[src/include/ppa_pkg.sv]
package ppa_pkg;

  // ****************************************************
  // register byte offsets on the register bus
  // ****************************************************
  localparam logic [7:0] ADDR_SEL_OFF  = 8'h00; // port_address_and_select
  localparam logic [7:0] PIN_EN_OFF    = 8'h04; // port_pin_enables
  localparam logic [7:0] BUF_STAT_OFF  = 8'h08; // port_buffer_status
  localparam logic [7:0] PAD_CFG_OFF   = 8'h0C; // pad_configuration
  localparam logic [7:0] CTRL_OFF      = 8'h10; // select / step / slave mode
  localparam logic [7:0] OUT_ONE_OFF   = 8'h20; // output_word_one
  localparam logic [7:0] OUT_TWO_OFF   = 8'h24; // output_word_two
  localparam logic [7:0] IN_ONE_OFF    = 8'h28; // input_word_one
  localparam logic [7:0] IN_TWO_OFF    = 8'h2C; // input_word_two
  localparam logic [7:0] IRQ_STAT_OFF  = 8'h30; // sticky events, read clears
  localparam logic [7:0] IRQ_MASK_OFF  = 8'h34; // event mask

  // ****************************************************
  // field positions
  // ****************************************************
  localparam int SEL_TWO_BIT   = 15; // select_two_active
  localparam int SEL_ONE_BIT   = 14; // select_one_active
  localparam int ADDR_W        = 14; // destination address field
  localparam int ST_IN_FULL    = 15; // all_inputs_full
  localparam int ST_IN_OVF     = 14; // input_overflow
  localparam int ST_OUT_EMPTY  = 7;  // all_outputs_empty
  localparam int ST_OUT_UNF    = 6;  // output_underflow
  localparam int PAD_W         = 2;  // pad configuration width
  localparam int CTRL_W        = 5;  // control register width
  localparam int EV_W          = 4;  // interrupt event count
  localparam int EV_OVF        = 0;  // overflow event
  localparam int EV_UNF        = 1;  // underflow event
  localparam int EV_HOST_WR    = 2;  // host wrote a slot
  localparam int EV_HOST_RD    = 3;  // host read a slot

  // ****************************************************
  // encodings and reset values
  // ****************************************************
  localparam logic [1:0] CSF_TWO_SEL   = 2'h2; // both pins chip selects
  localparam logic [1:0] CSF_SEL_ADDR  = 2'h1; // select two plus addr 14
  localparam logic [1:0] CSF_ADDRS     = 2'h0; // both pins address lines
  localparam logic [1:0] STEP_UP       = 2'h1; // address_step_mode up
  localparam logic [1:0] STEP_DOWN     = 2'h2; // address_step_mode down
  localparam logic [3:0] OUT_EMPTY_RST = 4'hF; // output slots empty
  localparam logic [31:0] UNMAPPED_VAL = 32'h0000_0000;
  localparam logic [1:0] RESP_OKAY     = 2'h0;
  localparam logic [1:0] RESP_SLVERR   = 2'h2;

endpackage

[src/rtl/ppa_port.sv]
`timescale 1ns/100ps
module ppa_port (
  input  wire logic        aclk,
  input  wire logic        aresetn,
  input  wire logic [7:0]  s_axi_awaddr,
  input  wire logic        s_axi_awvalid,
  output logic             s_axi_awready,
  input  wire logic [31:0] s_axi_wdata,
  input  wire logic [3:0]  s_axi_wstrb,
  input  wire logic        s_axi_wvalid,
  output logic             s_axi_wready,
  output logic [1:0]       s_axi_bresp,
  output logic             s_axi_bvalid,
  input  wire logic        s_axi_bready,
  input  wire logic [7:0]  s_axi_araddr,
  input  wire logic        s_axi_arvalid,
  output logic             s_axi_arready,
  output logic [31:0]      s_axi_rdata,
  output logic [1:0]       s_axi_rresp,
  output logic             s_axi_rvalid,
  input  wire logic        s_axi_rready,
  input  wire logic        host_select,
  input  wire logic        host_write,
  input  wire logic        host_read,
  input  wire logic [1:0]  host_addr,
  input  wire logic [7:0]  host_data_in,
  output logic [7:0]       host_data_out,
  output logic             host_data_oe_n,
  input  wire logic        bus_cycle_done,
  output logic [15:0]      port_address_pins,
  output logic [15:0]      pin_function_enable,
  output logic             chip_select_pin_one,
  output logic             chip_select_pin_two,
  output logic [1:0]       pad_config,
  output logic             irq
);

  // ****************************************************
  // state
  // ****************************************************
  typedef struct packed {
    logic [15:0]                  addr_sel;   // address and selects
    logic [15:0]                  pin_en;     // pin enables
    logic [ppa_pkg::PAD_W-1:0]    pad;        // pad configuration
    logic [ppa_pkg::CTRL_W-1:0]   ctrl;       // csf, step, slave mode
    logic [3:0][7:0]              out_buf;    // bytes for the host
    logic [3:0][7:0]              in_buf;     // bytes from the host
    logic [3:0]                   in_full;    // input_slot_full
    logic [3:0]                   out_empty;  // output_slot_empty
    logic                         in_ovf;     // input_overflow
    logic                         out_unf;    // output_underflow
    logic [ppa_pkg::EV_W-1:0]     ev_stat;    // sticky events
    logic [ppa_pkg::EV_W-1:0]     ev_mask;    // event mask
    logic                         irq;        // interrupt level
    logic                         aw_held;    // write address taken
    logic [7:0]                   aw_addr;    // held write address
    logic                         w_held;     // write data taken
    logic [31:0]                  w_data;     // held write data
    logic [3:0]                   w_strb;     // held byte enables
    logic                         bvalid;     // write response
    logic [1:0]                   bresp;      // write status
    logic                         rvalid;     // read response
    logic [1:0]                   rresp;      // read status
    logic [31:0]                  rdata;      // read data
    logic [7:0]                   h_dout;     // host read data
    logic                         h_oe_n;     // host data drive, low on
    logic [15:0]                  pins;       // address pin values
    logic [15:0]                  pin_fn;     // pin ownership
    logic                         cs_one;     // chip select one
    logic                         cs_two;     // chip select two
  } ppa_state_type;

  ppa_state_type s_q; // registered state
  ppa_state_type s_d; // next state

  // helper terms read by the next-state logic and the checks
  logic [1:0] slot;      // selected byte slot
  logic       h_wr;      // host write this cycle
  logic       h_rd;      // host read this cycle
  logic       wr_go;     // register write happens
  logic       rd_go;     // register read happens
  logic [1:0] select_function_field;       // select_function_field
  logic [1:0] step;      // address_step_mode
  logic [15:0] stat_val; // status register image

  // ****************************************************
  // host side decode
  // ****************************************************
  always_comb begin
    select_function_field  = s_q.ctrl[1:0];
    step = s_q.ctrl[3:2];
    // legacy slave mode has one slot, so the address pins are ignored
    slot = s_q.ctrl[4] ? host_addr : 2'h0;
    h_wr = host_select && host_write;
    h_rd = host_select && host_read;
    wr_go = s_q.aw_held && s_q.w_held && !s_q.bvalid;
    rd_go = s_axi_arvalid && !s_q.rvalid;
    // unimplemented pairs stay zero
    stat_val = {&s_q.in_full, s_q.in_ovf, 2'h0, s_q.in_full,
                &s_q.out_empty, s_q.out_unf, 2'h0,
                s_q.out_empty};
  end

  // ****************************************************
  // next state
  // ****************************************************
  always_comb begin
    logic [ppa_pkg::EV_W-1:0] ev_set; // events this cycle
    logic [3:0] sw_out_fill;          // slots software filled
    logic [3:0] sw_in_take;           // slots software read
    s_d = s_q;
    ev_set = '0;
    sw_out_fill = 4'h0;
    sw_in_take = 4'h0;

    // axi write channels, accepted in either order
    if (s_axi_awvalid && !s_q.aw_held) begin
      s_d.aw_held = 1'b1;
      s_d.aw_addr = s_axi_awaddr;
    end
    if (s_axi_wvalid && !s_q.w_held) begin
      s_d.w_held = 1'b1;
      s_d.w_data = s_axi_wdata;
      s_d.w_strb = s_axi_wstrb;
    end
    if (s_q.bvalid && s_axi_bready) begin
      s_d.bvalid = 1'b0;
    end
    if (s_q.rvalid && s_axi_rready) begin
      s_d.rvalid = 1'b0;
    end

    // register write, once address and data are both held
    if (wr_go) begin
      s_d.aw_held = 1'b0;
      s_d.w_held = 1'b0;
      s_d.bvalid = 1'b1;
      s_d.bresp = ppa_pkg::RESP_OKAY;
      unique case (s_q.aw_addr)
        ppa_pkg::ADDR_SEL_OFF: begin
          if (s_q.w_strb[0]) s_d.addr_sel[7:0] = s_q.w_data[7:0];
          if (s_q.w_strb[1]) s_d.addr_sel[15:8] = s_q.w_data[15:8];
        end
        ppa_pkg::PIN_EN_OFF: begin
          if (s_q.w_strb[0]) s_d.pin_en[7:0] = s_q.w_data[7:0];
          if (s_q.w_strb[1]) s_d.pin_en[15:8] = s_q.w_data[15:8];
        end
        ppa_pkg::BUF_STAT_OFF: begin
          // only zero clears; a one leaves the flag alone
          if (s_q.w_strb[1] && !s_q.w_data[ppa_pkg::ST_IN_OVF])
            s_d.in_ovf = 1'b0;
          if (s_q.w_strb[0] && !s_q.w_data[ppa_pkg::ST_OUT_UNF])
            s_d.out_unf = 1'b0;
        end
        ppa_pkg::PAD_CFG_OFF: begin
          if (s_q.w_strb[0]) s_d.pad = s_q.w_data[ppa_pkg::PAD_W-1:0];
        end
        ppa_pkg::CTRL_OFF: begin
          if (s_q.w_strb[0]) s_d.ctrl = s_q.w_data[ppa_pkg::CTRL_W-1:0];
        end
        ppa_pkg::OUT_ONE_OFF, ppa_pkg::OUT_TWO_OFF: begin
          // low byte goes to the even slot, high byte to the odd one
          for (int b = 0; b < 2; b++) begin
            if (s_q.w_strb[b]) begin
              sw_out_fill[{s_q.aw_addr[2], b[0]}] = 1'b1;
              s_d.out_buf[{s_q.aw_addr[2], b[0]}] = s_q.w_data[8*b +: 8];
            end
          end
        end
        ppa_pkg::IRQ_MASK_OFF: begin
          if (s_q.w_strb[0]) s_d.ev_mask = s_q.w_data[ppa_pkg::EV_W-1:0];
        end
        default: begin
          // unmapped or read-only offset
          s_d.bresp = ppa_pkg::RESP_SLVERR;
        end
      endcase
    end

    // register read, answered one cycle after the address is taken
    if (rd_go) begin
      s_d.rvalid = 1'b1;
      s_d.rresp = ppa_pkg::RESP_OKAY;
      s_d.rdata = ppa_pkg::UNMAPPED_VAL;
      unique case (s_axi_araddr)
        ppa_pkg::ADDR_SEL_OFF: s_d.rdata[15:0] = s_q.addr_sel;
        ppa_pkg::PIN_EN_OFF:   s_d.rdata[15:0] = s_q.pin_en;
        ppa_pkg::BUF_STAT_OFF: s_d.rdata[15:0] = stat_val;
        ppa_pkg::PAD_CFG_OFF:  s_d.rdata[ppa_pkg::PAD_W-1:0] = s_q.pad;
        ppa_pkg::CTRL_OFF:     s_d.rdata[ppa_pkg::CTRL_W-1:0] = s_q.ctrl;
        ppa_pkg::OUT_ONE_OFF:  s_d.rdata[15:0] = {s_q.out_buf[1],
                                                  s_q.out_buf[0]};
        ppa_pkg::OUT_TWO_OFF:  s_d.rdata[15:0] = {s_q.out_buf[3],
                                                  s_q.out_buf[2]};
        ppa_pkg::IN_ONE_OFF, ppa_pkg::IN_TWO_OFF: begin
          // reading a word takes both of its bytes
          s_d.rdata[15:0] = {s_q.in_buf[{s_axi_araddr[2], 1'b1}],
                             s_q.in_buf[{s_axi_araddr[2], 1'b0}]};
          sw_in_take[{s_axi_araddr[2], 1'b0}] = 1'b1;
          sw_in_take[{s_axi_araddr[2], 1'b1}] = 1'b1;
        end
        ppa_pkg::IRQ_STAT_OFF: begin
          s_d.rdata[ppa_pkg::EV_W-1:0] = s_q.ev_stat;
          s_d.ev_stat = '0; // read clears, new events re-set below
        end
        ppa_pkg::IRQ_MASK_OFF: s_d.rdata[ppa_pkg::EV_W-1:0] = s_q.ev_mask;
        default: s_d.rresp = ppa_pkg::RESP_SLVERR;
      endcase
    end

    // software side of the slot flags
    s_d.out_empty = s_q.out_empty & ~sw_out_fill;
    s_d.in_full = s_q.in_full & ~sw_in_take;

    // host write into a byte slot; a full slot keeps its old byte
    if (h_wr) begin
      ev_set[ppa_pkg::EV_HOST_WR] = 1'b1;
      if (s_q.in_full[slot]) begin
        s_d.in_ovf = 1'b1;
        ev_set[ppa_pkg::EV_OVF] = 1'b1;
      end else begin
        s_d.in_buf[slot] = host_data_in;
        s_d.in_full[slot] = 1'b1;
      end
    end

    // host read of a byte slot; an empty slot returns its stale byte
    s_d.h_oe_n = !h_rd;
    if (h_rd) begin
      ev_set[ppa_pkg::EV_HOST_RD] = 1'b1;
      s_d.h_dout = s_q.out_buf[slot];
      if (s_q.out_empty[slot]) begin
        s_d.out_unf = 1'b1;
        ev_set[ppa_pkg::EV_UNF] = 1'b1;
      end else begin
        s_d.out_empty[slot] = 1'b1;
      end
    end

    // address stepping per finished bus cycle; top bits untouched
    if (bus_cycle_done) begin
      if (step == ppa_pkg::STEP_UP)
        s_d.addr_sel[ppa_pkg::ADDR_W-1:0] =
          s_d.addr_sel[ppa_pkg::ADDR_W-1:0] + 14'h0001;
      else if (step == ppa_pkg::STEP_DOWN)
        s_d.addr_sel[ppa_pkg::ADDR_W-1:0] =
          s_d.addr_sel[ppa_pkg::ADDR_W-1:0] - 14'h0001;
    end

    // sticky events: a set wins over a read clear in the same cycle
    s_d.ev_stat = s_d.ev_stat | ev_set;
    s_d.irq = |(s_d.ev_stat & s_d.ev_mask);

    // pin drive follows the register on the same edge
    s_d.pins = {s_d.addr_sel[15:14],
                s_d.addr_sel[ppa_pkg::ADDR_W-1:0]};
    s_d.pin_fn = s_d.pin_en;
    // reserved function code drives no selects
    s_d.cs_two = (s_d.ctrl[1:0] == ppa_pkg::CSF_TWO_SEL ||
                  s_d.ctrl[1:0] == ppa_pkg::CSF_SEL_ADDR) &&
                 s_d.pin_en[15] &&
                 s_d.addr_sel[ppa_pkg::SEL_TWO_BIT];
    s_d.cs_one = (s_d.ctrl[1:0] == ppa_pkg::CSF_TWO_SEL) &&
                 s_d.pin_en[14] &&
                 s_d.addr_sel[ppa_pkg::SEL_ONE_BIT];
  end

  // ****************************************************
  // state register
  // ****************************************************
  always_ff @(posedge aclk) begin
    if (!aresetn) begin
      s_q <= '0;
      s_q.out_empty <= ppa_pkg::OUT_EMPTY_RST;
      s_q.h_oe_n <= 1'b1;
    end else begin
      s_q <= s_d;
    end
  end

  // outputs straight from the state register
  assign s_axi_awready       = !s_q.aw_held;
  assign s_axi_wready        = !s_q.w_held;
  assign s_axi_bvalid        = s_q.bvalid;
  assign s_axi_bresp         = s_q.bresp;
  assign s_axi_arready       = !s_q.rvalid;
  assign s_axi_rvalid        = s_q.rvalid;
  assign s_axi_rresp         = s_q.rresp;
  assign s_axi_rdata         = s_q.rdata;
  assign host_data_out       = s_q.h_dout;
  assign host_data_oe_n      = s_q.h_oe_n;
  assign port_address_pins   = s_q.pins;
  assign pin_function_enable = s_q.pin_fn;
  assign chip_select_pin_one = s_q.cs_one;
  assign chip_select_pin_two = s_q.cs_two;
  assign pad_config          = s_q.pad;
  assign irq                 = s_q.irq;

  // ****************************************************
  // checks
  // ****************************************************
  in_overflow_a: assert property (@(posedge aclk) disable iff (!aresetn)
    h_wr && s_q.in_full[slot] |=> s_q.in_ovf)
    else $error("overflow not flagged on write to full slot");

  out_underflow_a: assert property (@(posedge aclk) disable iff (!aresetn)
    h_rd && s_q.out_empty[slot] |=> s_q.out_unf && s_q.out_empty[$past(slot)])
    else $error("underflow not flagged on read of empty slot");

  slot_fill_a: assert property (@(posedge aclk) disable iff (!aresetn)
    h_wr && !s_q.in_full[slot] |=> s_q.in_full[$past(slot)] &&
      s_q.in_buf[$past(slot)] == $past(host_data_in))
    else $error("host byte not stored in its slot");

  status_image_a: assert property (@(posedge aclk)
    disable iff (!aresetn)
    rd_go && s_axi_araddr == ppa_pkg::BUF_STAT_OFF |=>
      s_q.rdata[15] == &$past(s_q.in_full) &&
      s_q.rdata[7] == &$past(s_q.out_empty) &&
      s_q.rdata[13:12] == 2'h0 && s_q.rdata[5:4] == 2'h0)
    else $error("status read image wrong");

  addr_step_a: assert property (@(posedge aclk) disable iff (!aresetn)
    bus_cycle_done && !wr_go && step == ppa_pkg::STEP_UP |=>
      s_q.addr_sel[13:0] == $past(s_q.addr_sel[13:0]) + 14'h0001)
    else $error("address did not step up");

  addr_hold_a: assert property (@(posedge aclk) disable iff (!aresetn)
    bus_cycle_done && !wr_go && step == 2'h0 |=>
      $stable(s_q.addr_sel))
    else $error("address moved with stepping off");

  // the pins take the written enables on the same edge as the register
  pin_owner_a: assert property (@(posedge aclk)
    disable iff (!aresetn)
    wr_go && s_q.aw_addr == ppa_pkg::PIN_EN_OFF && &s_q.w_strb[1:0] |=>
      s_q.pin_fn == $past(s_q.w_data[15:0]))
    else $error("pin ownership does not follow its enables");

  select_two_a: assert property (@(posedge aclk) disable iff (!aresetn)
    select_function_field == ppa_pkg::CSF_ADDRS |-> !s_q.cs_two ##1 1'b1)
    else $error("select two driven in address mode");

  flag_clear_a: assert property (@(posedge aclk) disable iff (!aresetn)
    wr_go && s_q.aw_addr == ppa_pkg::BUF_STAT_OFF && s_q.w_strb[1] &&
      s_q.w_data[14] && !s_q.in_ovf && !h_wr |=> !s_q.in_ovf)
    else $error("writing one set the overflow flag");

  irq_level_a: assert property (@(posedge aclk) disable iff (!aresetn)
    s_q.irq == |(s_q.ev_stat & s_q.ev_mask))
    else $error("interrupt level disagrees with unmasked events");

endmodule

[config.mk]
export PLATFORM = sky130hd
export DESIGN_NAME = ppa_port
export DESIGN_NICKNAME = d
export VERILOG_FILES = /design/src/include/ppa_pkg.sv /design/src/rtl/ppa_port.sv
export SDC_FILE = /design/constraint.sdc
export NUM_CORES = 1
export LEC_CHECK = 0
export BUFFER_PORTS_ARGS = -buffer_cell sky130_fd_sc_hd__buf_4
export CAP_MARGIN = 10
export CORE_ASPECT_RATIO = 1.2
export CORE_MARGIN = 3
export CORE_UTILIZATION = 30
export DETAILED_ROUTE_END_ITERATION = 6
export GPL_TIMING_DRIVEN = 0
export PLACE_DENSITY = 0.49
export SYNTH_ARGS = -nofsm -noshare
export SYNTH_HDL_FRONTEND = slang
export SYNTH_SLANG_ARGS = --single-unit
[constraint.sdc]
create_clock -name aclk -period 4.4 [get_ports aclk]
set_input_delay 0.88 -clock aclk [delete_from_list [all_inputs] [get_ports aclk]]
set_output_delay 0.88 -clock aclk [all_outputs]
set_load 0.02 [all_outputs]
### After elaboration in Yosys (flattened, before gate mapping)

Index checks and enable logic that the tools add are counted.

| cells by class | value |
|---|---|
| add/subtract/negate cells | 2 |
| magnitude comparators | 10 |
| equal/unequal tests | 21 |
| mux-type cells | 90 |
| bitwise gates (word level) | 12 |
| reduce and logical (&&, ||, !) cells | 46 |

Operator list:

| kind | number |
|---|---|
| 2-to-1 mux 32 bit | 5 |
| bitwise mux 32 bit | 3 |
| 2-to-1 mux 8 bit | 12 |
| == test 8 x 6 -> 1 bit, second input constant | 9 |
| 2-to-1 mux 71 bit | 1 |
| case mux 11 bit (6 select lines) | 1 |
| 2-to-1 mux 4 bit | 16 |
| 2-to-1 mux 14 bit | 3 |
| 2-to-1 mux 35 bit | 1 |
| == test 8 x 4 -> 1 bit, second input constant | 4 |
| 2-to-1 mux 16 bit | 2 |
| 2-to-1 mux 1 bit | 21 |
| logical AND 1 bit | 20 |
| case mux 2 bit (10 select lines) | 1 |
| case mux 2 bit (9 select lines) | 1 |
| binary-select mux 8 bit (select 2 bit) | 1 |
| demux 8 bit (select 1 bit) | 2 |
| demux 8 bit (select 2 bit) | 1 |
| == test 8 x 3 -> 1 bit, second input constant | 2 |
| == test 8 x 5 -> 1 bit, second input constant | 2 |
| logical NOT 8 bit | 2 |
| OR 4 bit | 4 |
| less-than comparator 2 x 3 -> 1 bit, second input constant | 5 |
| adder 14 x 1 -> 14 bit, second input constant | 1 |
| 25 further kinds | 61 |

| word-level totals | value |
|---|---|
| flip-flop bits (word level) | 183 |
| bits of input ports | 73 |
| output and inout bits | 87 |
| logic and storage cells | 217 |

### Logic depth before layout (Yosys ltp)

Gate-level depths: netlist (run 1).

| depth | value |
|---|---|
| word-level depth | 16 |
| depth in mapped cells | 13 |
| mapped depth without buffers | 11 |

### Worst setup path before layout (run 1)

OpenSTA, ideal clock, no wires.

| path | value |
|---|---|
| kind | in2reg |
| start | in s_axi_araddr[2] |
| end | reg s_q (netlist bit irq) |
| setup time | 120 ps |
| arrival time | 2562 ps |
| data required time | 4280 ps |
| slack | 1718 ps |
| stages on the path | 6 |
| buffers on the path | 1 |
| path through | clkbuf_1 > nor4_1 > nand4_1 > a21boi_0 > o22ai_1 > o31a_1 |

| between the ends | value |
|---|---|
| longest elaborated chain between the ends | 6 |

Ends and longest elaborated chain:

| item | RTL line | RTL |
|---|---|---|
| start: declaration | ppa_port.sv:15 | `input wire logic [7:0] s_axi_araddr,` |
| == test 8 x 6 -> 1 bit | ppa_port.sv:185 | `unique case (s_axi_araddr)` |
| 2-to-1 mux 4 bit | ppa_port.sv:185 |  |
| 2-to-1 mux 4 bit | ppa_port.sv:181 | `if (rd_go) begin` |
| OR 4 bit | ppa_port.sv:251 | `s_d.ev_stat = s_d.ev_stat \| ev_set;` |
| AND 4 bit | ppa_port.sv:252 | `s_d.irq = \|(s_d.ev_stat & s_d.ev_mask);` |
| OR reduction 4 bit | ppa_port.sv:252 |  |
| end: declaration | ppa_port.sv:73 | `ppa_state_type s_q;` |

Every way passes these cells.
A chain may end at the register's enable or synchronous reset.

### Worst setup path after layout (run 1)

| path | value |
|---|---|
| start | in s_axi_araddr[4] |
| end | reg s_q (netlist bit s_axi_rdata[14]) |

| between the ends | value |
|---|---|
| longest elaborated chain between the ends | 3 |
| elaborated cells on any way between the ends | 9 |
| classes of those cells | eq/ne: 6; mux: 1; reduce/logical: 2 |

Ends and longest elaborated chain:

| item | RTL line |
|---|---|
| == test 8 x 6 -> 1 bit | ppa_port.sv:185 |
| OR reduction 2 bit | ppa_port.sv:185 |
| case mux 11 bit (6 select lines) (*) | ppa_port.sv:185 |

Mark *: on every way between the ends. The rest lies on a longest branch, timed or not.

==> results of run 1 <==
-- final cells by class --
type	count	area (um2)	area share, %
Inverter	14	52.6	0.465
Buffer	139	833	7.37
Timing Repair Buffer	123	921	8.14
Clock buffer	19	453	4.01
Tap cell	390	488	4.32
Sequential cell	181	3620	32.0
Clock inverter	13	155	1.37
Multi-Input combinational cell	752	4780	42.3
-- Yosys cell counts, drive strengths merged, types with 12 or more instances --
library cell,count,share of area [%]
o21ai,37,2.0
a21oi,53,2.9
dfxtp,181,39
a22oi,25,2.0
nor2,168,7.0
nand2,96,3.9
inv,14,0.57
mux2i,137,15
clkbuf,50,2.0
mux2,17,2.1
buf,89,7.0
nand3,19,1.2
nor3,28,1.5
nor4,12,1.3
-- power by group through the flow --
stage	Combinational [W]	Clock (W)	Sequential, W
final	0.000368	0.00162	0.00171
after global placement	0.000366	0	0.00174
after CTS	0.000368	0.00165	0.00171
after floorplan	0.000214	0	0.00173
after global routing	0.000398	0.00171	0.00171
after detailed placement	0.000367	0	0.00174
-- final timing paths --
| path | start | end | slack, ps | depth (start not counted) |
|---|---|---|---|---|
| max | s_axi_araddr[4] | s_axi_rdata[14] | 1150 | 8 |
| min | s_axi_rdata[11] | s_axi_rdata[11] | 460 | 2 |
| max reg2reg | s_q[123] | port_address_pins[12] | 1230 | 12 |
| min reg2reg | s_axi_rdata[11] | s_axi_rdata[11] | 460 | 2 |
-- sequential cells by signal, indices dropped and copies added (netlist names) --
register,flops
chip_select_pin_one,1
chip_select_pin_two,1
host_data_oe_n,1
host_data_out,8
irq,1
pad_config,2
pin_function_enable,16
port_address_pins,16
s_axi_bresp,1
s_axi_bvalid,1
s_axi_rdata,16
s_axi_rresp,1
s_axi_rvalid,1
s_q,115
-- tightest hold or removal path: cells and delay by family, from the launching register on --
| family | cells | cell delay, ps |
|---|---|---|
| compound gates | 1 | 50 |
| flops | 1 | 310 |
| simple gates | 1 | 50 |
-- cells in the final DEF (no fill, tap or decap), types with 4 or more instances in the layout --
master                      Yosys  routed
sky130_fd_sc_hd__inv_6          0      10
sky130_fd_sc_hd__dfxtp_1      181     181
sky130_fd_sc_hd__nor3b_1        6       6
sky130_fd_sc_hd__nand4_1        6       6
sky130_fd_sc_hd__a22o_1        10      10
sky130_fd_sc_hd__buf_1          5       5
sky130_fd_sc_hd__nor2b_1        7       7
sky130_fd_sc_hd__conb_1         1      18
sky130_fd_sc_hd__inv_1         14      14
sky130_fd_sc_hd__o221ai_1       7       7
sky130_fd_sc_hd__clkbuf_16      0      17
sky130_fd_sc_hd__and2_1         8       8
sky130_fd_sc_hd__buf_2          3       4
sky130_fd_sc_hd__mux2i_1      135     135
sky130_fd_sc_hd__a22oi_1       25      25
sky130_fd_sc_hd__mux2_2        16      16
sky130_fd_sc_hd__o22ai_1        7       7
sky130_fd_sc_hd__o21ai_0       33      33
sky130_fd_sc_hd__buf_4         80     202
sky130_fd_sc_hd__a221o_1        4       4
sky130_fd_sc_hd__xnor2_1        6       6
sky130_fd_sc_hd__a221oi_1       9       9
sky130_fd_sc_hd__nor4_1         8       7
sky130_fd_sc_hd__a31oi_1        8       8
sky130_fd_sc_hd__nor3_1        28      28
sky130_fd_sc_hd__nor2_1       164     164
sky130_fd_sc_hd__nand3_1       17      17
sky130_fd_sc_hd__a21oi_1       53      53
sky130_fd_sc_hd__clkbuf_1      50      50
sky130_fd_sc_hd__and3_1         6       6
sky130_fd_sc_hd__nand2b_1       7       7
sky130_fd_sc_hd__nand2_1       96      96
-- kinds of logic (layout without fill, tap and decap cells) --
logic type | after synthesis | in the layout | share of synthesized area, %
multiplexers | 154 | 154 | 17.1
flip-flops | 181 | 181 | 39.3
XOR/XNOR | 8 | 8 | 0.760
AND/OR/NAND/NOR | 380 | 380 | 19.2
other | 1 | 18 | 0.0407
adder cells (fa/ha/maj) | 3 | 3 | 0.407
buffers and inverters | 153 | 308 | 9.61
AO/OA/AOI/OAI | 189 | 189 | 13.6
-- through the flow --
stage | total power, W | hold WS (ps) | setup WS, ps | std cells
6_report | 0.00370 | 458 | 1150 | 1631
4_1_cts | 0.00372 | 462 | 1150 | 1630
5_1_grt | 0.00382 | 484 | 1020 | 1631
3_5_place_dp | 0.00211 | 453 | 701 | 1598
3_3_place_gp | 0.00211 | 452 | 483 | 1596
2_1_floorplan | 0.00195 | 432 | 1720 | 1086
-- layer usage --
metal / vias to the layer above / global-route usage [%] / share of wire (%)
li1: 4001 / - / -
met1: 4059 / 26.5 / 41
met2: 290 / 38.5 / 50
met3: 48 / 3.45 / 5.4
met4: 0 / 7.33 / 3.0
met5: - / 0 / 0
==> results.yml, run 1 <==
logic_synthesis:
  synth-edff-count: 0
  number_of_synthesized_register_bits: 181
  async_flop_share_pct: 0
  synth_seq_area_share_pct: 39.3
  synth.yosys.warnings: 0
  synth.lib_cells_used.distinct: 71
  postSynthAreaPerCell_um2: 8.63
  synth_top_flop_cell: "sky130_fd_sc_hd__dfxtp_1"
  syn_inst: 1069
  syn-cell-area_um2: 9220
clocking:
  register_clock_pin_slew_on_the_reported_worst_setup_and_hold_paths_ps: 70
  cts-htree-levels: 4
  clk_latency_ps: 450
  cells_resized_by_post_cts_repair: 0
  numClockSinks: 181
  ctsLongestPathBuffers: 2
  tritoncts_clock_tree: "done"
  cts_inserted_buffers: 17
  cts-root-buf: "sky130_fd_sc_hd__clkbuf_16"
  cts_setup_buffers: 0
  cts.hold.buffers_added: 0
floorplanning:
  floorplan.initialDensity_pct: 30.8
  core_region_area_um2: 30000
  placementRows: 69
  floorplan.die_area_um2: 32900
  chipHeight_um: 198
  floorplan.die.width_um: 166
  top_level_ports: 160
route:
  routed_wire_length_per_instance_um: 22.2
  wl_mm: 36.2
  drtAntennaViolNets: 0
  drtIter0Drc: 705
  drcViolationCount: 0
  route.vias.total: 8398
  route.detailed.vias_per_inst: 5.15
  dr.pass1.iters: 5
pwr:
  power_frac_seq_pct: 46.2
  switching_share_pct: 27.2
  pwr-share-clk_pct: 43.8
  switchingPower_w: 0.00100
  irDropWorstVdd_mv: 0.217
  power_density_nw_per_um2: 327
  combPwrFrac_pct: 9.9
  power_report.internal_total_w: 0.00269
  p_leak_nw: 4.80
finish:
  final_nets: 1304
  antennaDiodeCount: 0
  fillers: 3121
  synthToLayoutAreaGrowth_pct: 22.6
  layout-drive-gt1-share_pct: 22.2
  finish.utilization_pct: 37.7
  final_area_um2: 11300
grt:
  global_route_wire_length_before_repair_mm: 52.9
  grt_antenna_before_repair: 0
  via_count_of_the_first_global_routing_pass: 8061
  gr-total-overflow: 0
  grt_max_degree: 18
  grtUsageTotal_pct: 21.5
placement:
  globalplace.congestion: 0.948
  place.port_buffers: 120
  placed_cell_area_um2: 10700
  dpl_hpwl_mm: 27.8
timing:
  timing.fmax_ghz: 0.307
  timing.setup.tns_ps: 0
  period_minus_slack_ps: 3250
  min_period_over_period_pct: 74.0
  setup_viol: 0
  relSlewSlack_pct: 15.9
  max_slew.worst_pin.slew_ps: 1250
  hold_viol: 0
  final_max_slew_viol_count: 0
  worst_clock_skew_ps: 17.5
  grt_setup_unrepaired: "false"
critical_path:
  critical-path-top-delay-family: "simple AND/OR/NAND/NOR gates"
  critical-path-max-stage-delay_ps: 1020
  worst-endpoint-arrival_ps: 3640
  path_buf_inv: 1
  cp_max_fo: 9
  worstPathRequired_ps: 4780
  timing.critical_path.cells: "clkbuf_1 > nor3_1 > nand2b_1 > nor3_1 > a22oi_1 > o211ai_1 > a22oi_1 > nor2_1"
  crit_path_category: "in2reg"
  startpoint_type: "primary input"
  crit_path_slowest_cell: "sky130_fd_sc_hd__nor3_1"
  worst_setup_path_end_kind: "flop"
worst_hold_path:
  hold_path.class: "reg2reg"
job:
  max_cap_violations: 0
run_status:
  result_of_the_run: "complete, no violations"
Power figures use the tool's default switching activity.
==> inputs of run 2 (changes only) <==
--- a/config.mk
+++ b/config.mk
@@ -5,6 +5,7 @@
 export SDC_FILE = /design/constraint.sdc
 export NUM_CORES = 1
 export LEC_CHECK = 0
+export ABC_AREA = 1
 export BUFFER_PORTS_ARGS = -buffer_cell sky130_fd_sc_hd__buf_4
 export CAP_MARGIN = 10
 export CORE_ASPECT_RATIO = 1.2
@@ -12,7 +13,7 @@
 export CORE_UTILIZATION = 30
 export DETAILED_ROUTE_END_ITERATION = 6
 export GPL_TIMING_DRIVEN = 0
-export PLACE_DENSITY = 0.49
+export PLACE_DENSITY = 0.51
 export SYNTH_ARGS = -nofsm -noshare
 export SYNTH_HDL_FRONTEND = slang
 export SYNTH_SLANG_ARGS = --single-unit
==> constraint.sdc (replaced) <==
create_clock -name aclk -period 2.9 [get_ports aclk]
set_input_delay 0.58 -clock aclk [delete_from_list [all_inputs] [get_ports aclk]]
set_output_delay 0.58 -clock aclk [all_outputs]
set_load 0.02 [all_outputs]
==> results.yml, run 2 <==
run_status:
  result_of_the_run: "complete, no violations"
clocking:
  cts_inserted_buffers: 17
  cts-htree-levels: 4
  cells_resized_by_post_cts_repair: 0
  tritoncts_clock_tree: "done"
  cts-root-buf: "sky130_fd_sc_hd__clkbuf_16"
  clk_latency_ps: 450
  cts.hold.buffers_added: 0
  cts_setup_buffers: 0
  register_clock_pin_slew_on_the_reported_worst_setup_and_hold_paths_ps: 70
  ctsLongestPathBuffers: 2
  numClockSinks: 181
logic_synthesis:
  synth.lib_cells_used.distinct: 45
  number_of_synthesized_register_bits: 181
  postSynthAreaPerCell_um2: 7.19
  synthDominantAreaCellType: "sky130_fd_sc_hd__dfxtp_1"
  syn_inst: 1235
  cell_with_the_most_instances_after_synthesis: "sky130_fd_sc_hd__dfxtp_1"
  synth-edff-count: 0
  syn-cell-area_um2: 8880
  ys_top_cells_by_area: "sky130_fd_sc_hd__dfxtp_1, sky130_fd_sc_hd__nand2_1, sky130_fd_sc_hd__o21ai_0, sky130_fd_sc_hd__a21oi_1, sky130_fd_sc_hd__buf_4"
  synth.cells.most_frequent: "sky130_fd_sc_hd__dfxtp_1, sky130_fd_sc_hd__nand2_1, sky130_fd_sc_hd__inv_1, sky130_fd_sc_hd__nor2_1, sky130_fd_sc_hd__o21ai_0"
  synth_top_area_share_pct: 40.8
  synth_top_flop_cell: "sky130_fd_sc_hd__dfxtp_1"
  synth_seq_area_share_pct: 40.8
  synth.yosys.warnings: 0
  async_flop_share_pct: 0
critical_path:
  worst-endpoint-arrival_ps: 3090
  worst_setup_path_end_kind: "flop"
  worstPathRequired_ps: 3270
  startpoint_type: "primary input"
  cp_max_fo: 10
  crit_path_category: "in2reg"
floorplanning:
  floorplan.initialDensity_pct: 30.6
  core_region_area_um2: 29000
  placementRows: 68
  floorplan.die.width_um: 163
  floorplan.die_area_um2: 31700
  chipHeight_um: 195
  top_level_ports: 160
timing:
  period_minus_slack_ps: 2720
  min_period_over_period_pct: 93.7
  hold_viol: 0
  grt_setup_unrepaired: "false"
  setup_viol: 0
  relSlewSlack_pct: 39.3
  final_hold_slack_ps: 355
  worst_clock_skew_ps: 19.5
  timing.setup.tns_ps: 0
  max_slew.worst_pin.slew_ps: 903
  timing.fmax_ghz: 0.368
  final_max_slew_viol_count: 0
grt:
  via_count_of_the_first_global_routing_pass: 8546
  grt_antenna_before_repair: 1
  grt_max_degree: 17
  gr-total-overflow: 0
  global_route_wire_length_before_repair_mm: 51.0
  grtUsageTotal_pct: 21.4
route:
  route.vias.total: 8733
  routed_wire_length_per_instance_um: 19.1
  dr.pass1.iters: 5
  drtIter0Drc: 647
  drtAntennaViolNets: 0
  route.detailed.vias_per_inst: 4.87
  drcViolationCount: 0
  wl_mm: 34.2
pwr:
  p_leak_nw: 4.68
  power_density_nw_per_um2: 510
  irDropWorstVdd_mv: 0.288
  p_total_w: 0.00560
job:
  max_cap_violations: 0
finish:
  final_nets: 1470
  synthToLayoutAreaGrowth_pct: 23.5
  layout.cells.most_common_list: "sky130_fd_sc_hd__buf_4, sky130_fd_sc_hd__dfxtp_1, sky130_fd_sc_hd__nand2_1, sky130_fd_sc_hd__inv_1, sky130_fd_sc_hd__nor2_1"
  largest_register_ff_count: 115
  antennaDiodeCount: 0
  fillers: 3135
  layout.cells.most_common: "sky130_fd_sc_hd__buf_4"
  top_register: "s_q"
  layout-drive-gt1-share_pct: 20.5
placement:
  place.port_buffers: 123
  dpl_hpwl_mm: 26.9
  globalplace.congestion: 0.934
worst_hold_path:
  hold_path.class: "in2reg"
[run 2: cell types whose count changed after synthesis, moves of 19 or more]
cell | before | now
sky130_fd_sc_hd__clkbuf_1 | 50 | 31
sky130_fd_sc_hd__mux2i_1 | 135 | 0
sky130_fd_sc_hd__nor3_1 | 28 | 8
sky130_fd_sc_hd__nor2_1 | 164 | 140
sky130_fd_sc_hd__o21ai_0 | 33 | 134
sky130_fd_sc_hd__inv_1 | 14 | 147
sky130_fd_sc_hd__nand3_1 | 17 | 45
sky130_fd_sc_hd__a21oi_1 | 53 | 131
sky130_fd_sc_hd__nand2_1 | 96 | 179
[run 2: path summary, 6_finish.rpt]
kind                                      start                  end  slack, ps  depth (start not counted)
worst max-delay path            s_axi_araddr[1]       s_axi_rdata[1]        180                         11
worst min register to register          s_q[91]              s_q[91]        450                          2
worst min-delay path            s_axi_wdata[12]              s_q[97]        360                          3
worst max register to register         s_q[118]  chip_select_pin_two        260                          8
[run 2: kinds of logic (layout without fill, tap and decap cells)]
family                   count (synthesis)  after routing  synth area share, %
buffers and inverters                  272            427                 15.0
AND/OR/NAND/NOR                        425            425                 21.2
other                                    1             18               0.0422
AO/OA/AOI/OAI                          353            353                 22.5
adder cells (fa/ha/maj)                  3              3                0.423
flip-flops                             181            181                 40.8
[run 2: area by class of cell]
cell class              count  area (um2)  area share, %
plain buffers             119         758           6.91
clock buffers              19         453           4.13
clock inverters            13         168           1.53
inverters                 153         574           5.23
multi-input cells         799        3990           36.4
flip-flops and latches    181        3620           33.0
well taps                 385         482           4.39
repair buffers            123         923           8.41
[run 2: stage by stage]
step | setup WS (ps) | instance area (um2) | utilization (%) | instances
6_report | 184 | 11000 | 37.8 | 1792
5_1_grt | 88.3 | 11000 | 37.8 | 1792
4_1_cts | 185 | 11000 | 37.8 | 1792
3_5_place_dp | -139 | 10400 | 35.7 | 1760
3_3_place_gp | -197 | 10400 | 35.7 | 1760
2_1_floorplan | 858 | 8950 | - | 1252
[run 2: where the power goes]
group / switching (W) / leakage, nW / internal, W
Combinational: 0.000335 / 2.91 / 0.000176
Sequential: 0.0000508 / 1.47 / 0.00254
Clock: 0.00108 / 0.301 / 0.00141
Total: 0.00146 / 4.68 / 0.00413
[run 2: critical path, stage by stage]
cell,delay (ps)
sky130_fd_sc_hd__buf_4,100
sky130_fd_sc_hd__nor2_1,250
sky130_fd_sc_hd__nand2_1,110
sky130_fd_sc_hd__nor2_1,610
sky130_fd_sc_hd__nand2_1,310
sky130_fd_sc_hd__clkbuf_1,360
sky130_fd_sc_hd__o21ai_0,400
sky130_fd_sc_hd__a211oi_1,90
sky130_fd_sc_hd__nand3_1,90
sky130_fd_sc_hd__nand2_1,50
sky130_fd_sc_hd__a21oi_1,130
[run 2: metal layers]
metal  vias to the layer above  GRT usage (%)  wire length, um
met5                         -              0               13
met4                         2           9.21             1260
met3                        63           3.41             1690
met2                       270           36.7            17000
met1                      4057           26.5            14200
li1                       4341              -                -
==> inputs of run 3 (changes only) <==
--- a/config.mk
+++ b/config.mk
@@ -8,7 +8,6 @@
 export ABC_AREA = 1
 export BUFFER_PORTS_ARGS = -buffer_cell sky130_fd_sc_hd__buf_4
 export CAP_MARGIN = 10
-export CORE_ASPECT_RATIO = 1.2
 export CORE_MARGIN = 3
 export CORE_UTILIZATION = 30
 export DETAILED_ROUTE_END_ITERATION = 6
==> results.yml, run 3 (same netlist as run 2, synthesis figures left out) <==
placement:
  placed_cell_area_um2: 10400
  dpl_hpwl_mm: 26.8
  globalplace.congestion: 0.961
  place_worst_setup_slack_ps: 39.6
  place.port_buffers: 123
critical_path:
  timing.reg2reg.worst_path_depth: 8
  critical_path_cell_count: 8
  worst_setup_path_end_kind: "flop"
  crit_path_slowest_cell: "sky130_fd_sc_hd__nor2_1"
  critical_path.startpoint: "s_q[124]"
  critical-path-max-stage-delay_ps: 480
  timing.rr.end: "chip_select_pin_two"
  critical-path-top-delay-family: "simple AND/OR/NAND/NOR gates"
  timing.critical_path.cells: "nor2_4 > nand2_2 > nor2_1 > inv_1 > nor2_1 > inv_1 > a22oi_1 > nor4_1"
  reg2reg_setup_slack_ps: 390
  cp_max_fo: 9
  worst-endpoint-arrival_ps: 2810
  crit_path_category: "reg2reg"
  worstPathRequired_ps: 3200
  startpoint_type: "flop"
  path_buf_inv: 2
  critical_path.reg2reg.startpoint: "s_q[124]"
  critical_path.endpoint: "chip_select_pin_two"
grt:
  grt_antenna_before_repair: 0
  global_route_wire_length_before_repair_mm: 50.7
  grtUsageTotal_pct: 21.5
  gr-total-overflow: 0
  grt_max_degree: 17
  via_count_of_the_first_global_routing_pass: 8451
timing:
  final_max_slew_viol_count: 0
  period_minus_slack_ps: 2510
  timing.fmax_ghz: 0.399
  hold_viol: 0
  timing.setup.tns_ps: 0
  max_slew.worst_pin.slew_ps: 859
  min_setup_slack_post_route_ps: 393
  setup_viol: 0
  worst_clock_skew_ps: 15.9
  relSlewSlack_pct: 42.7
  grt_setup_unrepaired: "false"
  min_period_over_period_pct: 86.4
clocking:
  cts-root-buf: "sky130_fd_sc_hd__clkbuf_16"
  cts-htree-levels: 4
  numClockSinks: 181
  cells_resized_by_post_cts_repair: 0
  cts.hold.buffers_added: 0
  register_clock_pin_slew_on_the_reported_worst_setup_and_hold_paths_ps: 70
  ctsLongestPathBuffers: 2
  clk_latency_ps: 450
  cts_setup_buffers: 0
  cts_inserted_buffers: 17
  tritoncts_clock_tree: "done"
pwr:
  irDropWorstVdd_mv: 0.357
  power_density_nw_per_um2: 495
  p_leak_nw: 4.64
route:
  drtIter0Drc: 729
  wl_mm: 34.3
  route.detailed.vias_per_inst: 4.94
  dr.pass1.iters: 6
  drcViolationCount: 0
  drtAntennaViolNets: 0
  routed_wire_length_per_instance_um: 19.2
  route.vias.total: 8840
finish:
  final_area_um2: 10900
  synthToLayoutAreaGrowth_pct: 22.8
  fillers: 3126
  final_nets: 1470
  layout.cells.most_common_list: "sky130_fd_sc_hd__buf_4, sky130_fd_sc_hd__dfxtp_1, sky130_fd_sc_hd__nand2_1, sky130_fd_sc_hd__inv_1, sky130_fd_sc_hd__nor2_1"
  layout-drive-gt1-share_pct: 20.3
  layout.cells.most_common: "sky130_fd_sc_hd__buf_4"
  largest_register_ff_count: 115
  antennaDiodeCount: 0
  top_register: "s_q"
floorplanning:
  chipHeight_um: 178
  floorplan.die.width_um: 178
  floorplan.die_area_um2: 31700
  placementRows: 62
  core_region_area_um2: 28900
  floorplan.initialDensity_pct: 30.7
  top_level_ports: 160
job:
  max_cap_violations: 0
run_status:
  result_of_the_run: "complete, no violations"
worst_hold_path:
  hold_path.class: "in2reg"
==> run 3: cell types whose count changed in the layout (fill, tap and decap cells not counted) <==
cell                         previous run  this run
sky130_fd_sc_hd__clkbuf_1              31        32
sky130_fd_sc_hd__clkbuf_8               2         0
sky130_fd_sc_hd__clkinv_4               2         3
sky130_fd_sc_hd__clkinvlp_4             2         3
sky130_fd_sc_hd__inv_8                  0         1
sky130_fd_sc_hd__inv_6                  4         3
sky130_fd_sc_hd__bufinv_16              3         1
==> run 3: metal layers <==
metal  GRT usage, %  vias up  wire, um  share of wire, %
met5              0        -         0                 0
met4           7.13        0       962               2.8
met3           3.77       52      2310               6.7
met2           34.2      330     15400                45
met1           29.5     4131     15600                46
li1               -     4327         -                 -
==> run 3: report_power, final <==
part / switching [W] / total (W) / leakage, nW / internal, W
Combinational: 0.000328 / 0.000505 / 2.91 / 0.000176
Sequential: 0.0000518 / 0.00259 / 1.47 / 0.00254
Clock: 0.00111 / 0.00230 / 0.265 / 0.00119
==> run 3: worst min-delay path by stage <==
stage	startpoint	to	cells past startpoint
floorplan	s_q[164]	s_q[164]	2
global placement	s_q[148]	s_q[148]	2
detailed placement	s_q[148]	s_q[148]	2
CTS	s_axi_wdata[11]	s_q[96]	3
global route	s_axi_wdata[12]	s_q[97]	3
finish	s_axi_wdata[11]	s_q[96]	3
==> run 3: area by class of cell <==
type,count,area (um2),share of cell area (%)
repair buffers,123,923,8.47
flip-flops and latches,181,3620,33.2
clock inverters,13,126,1.16
well taps,384,480,4.40
clock buffers,18,429,3.93
plain buffers,119,758,6.95
inverters,153,574,5.26
multi-input cells,799,3990,36.6
==> run 3: worst min-delay path: stages <==
cell	delay [ps]
sky130_fd_sc_hd__buf_4	80
sky130_fd_sc_hd__nor2_1	30
sky130_fd_sc_hd__nor2_1	80
==> run 3: metrics by stage <==
| stage | cells | util (%) | total power [W] | hold WS (ps) |
|---|---|---|---|---|
| floorplan | 1252 | - | 0.00293 | 423 |
| global placement | 1759 | 35.8 | 0.00315 | 436 |
| detailed placement | 1759 | 35.8 | 0.00315 | 442 |
| CTS | 1790 | 37.7 | 0.00541 | 350 |
| global route | 1790 | 37.7 | 0.00557 | 357 |
| finish | 1790 | 37.7 | 0.00540 | 358 |
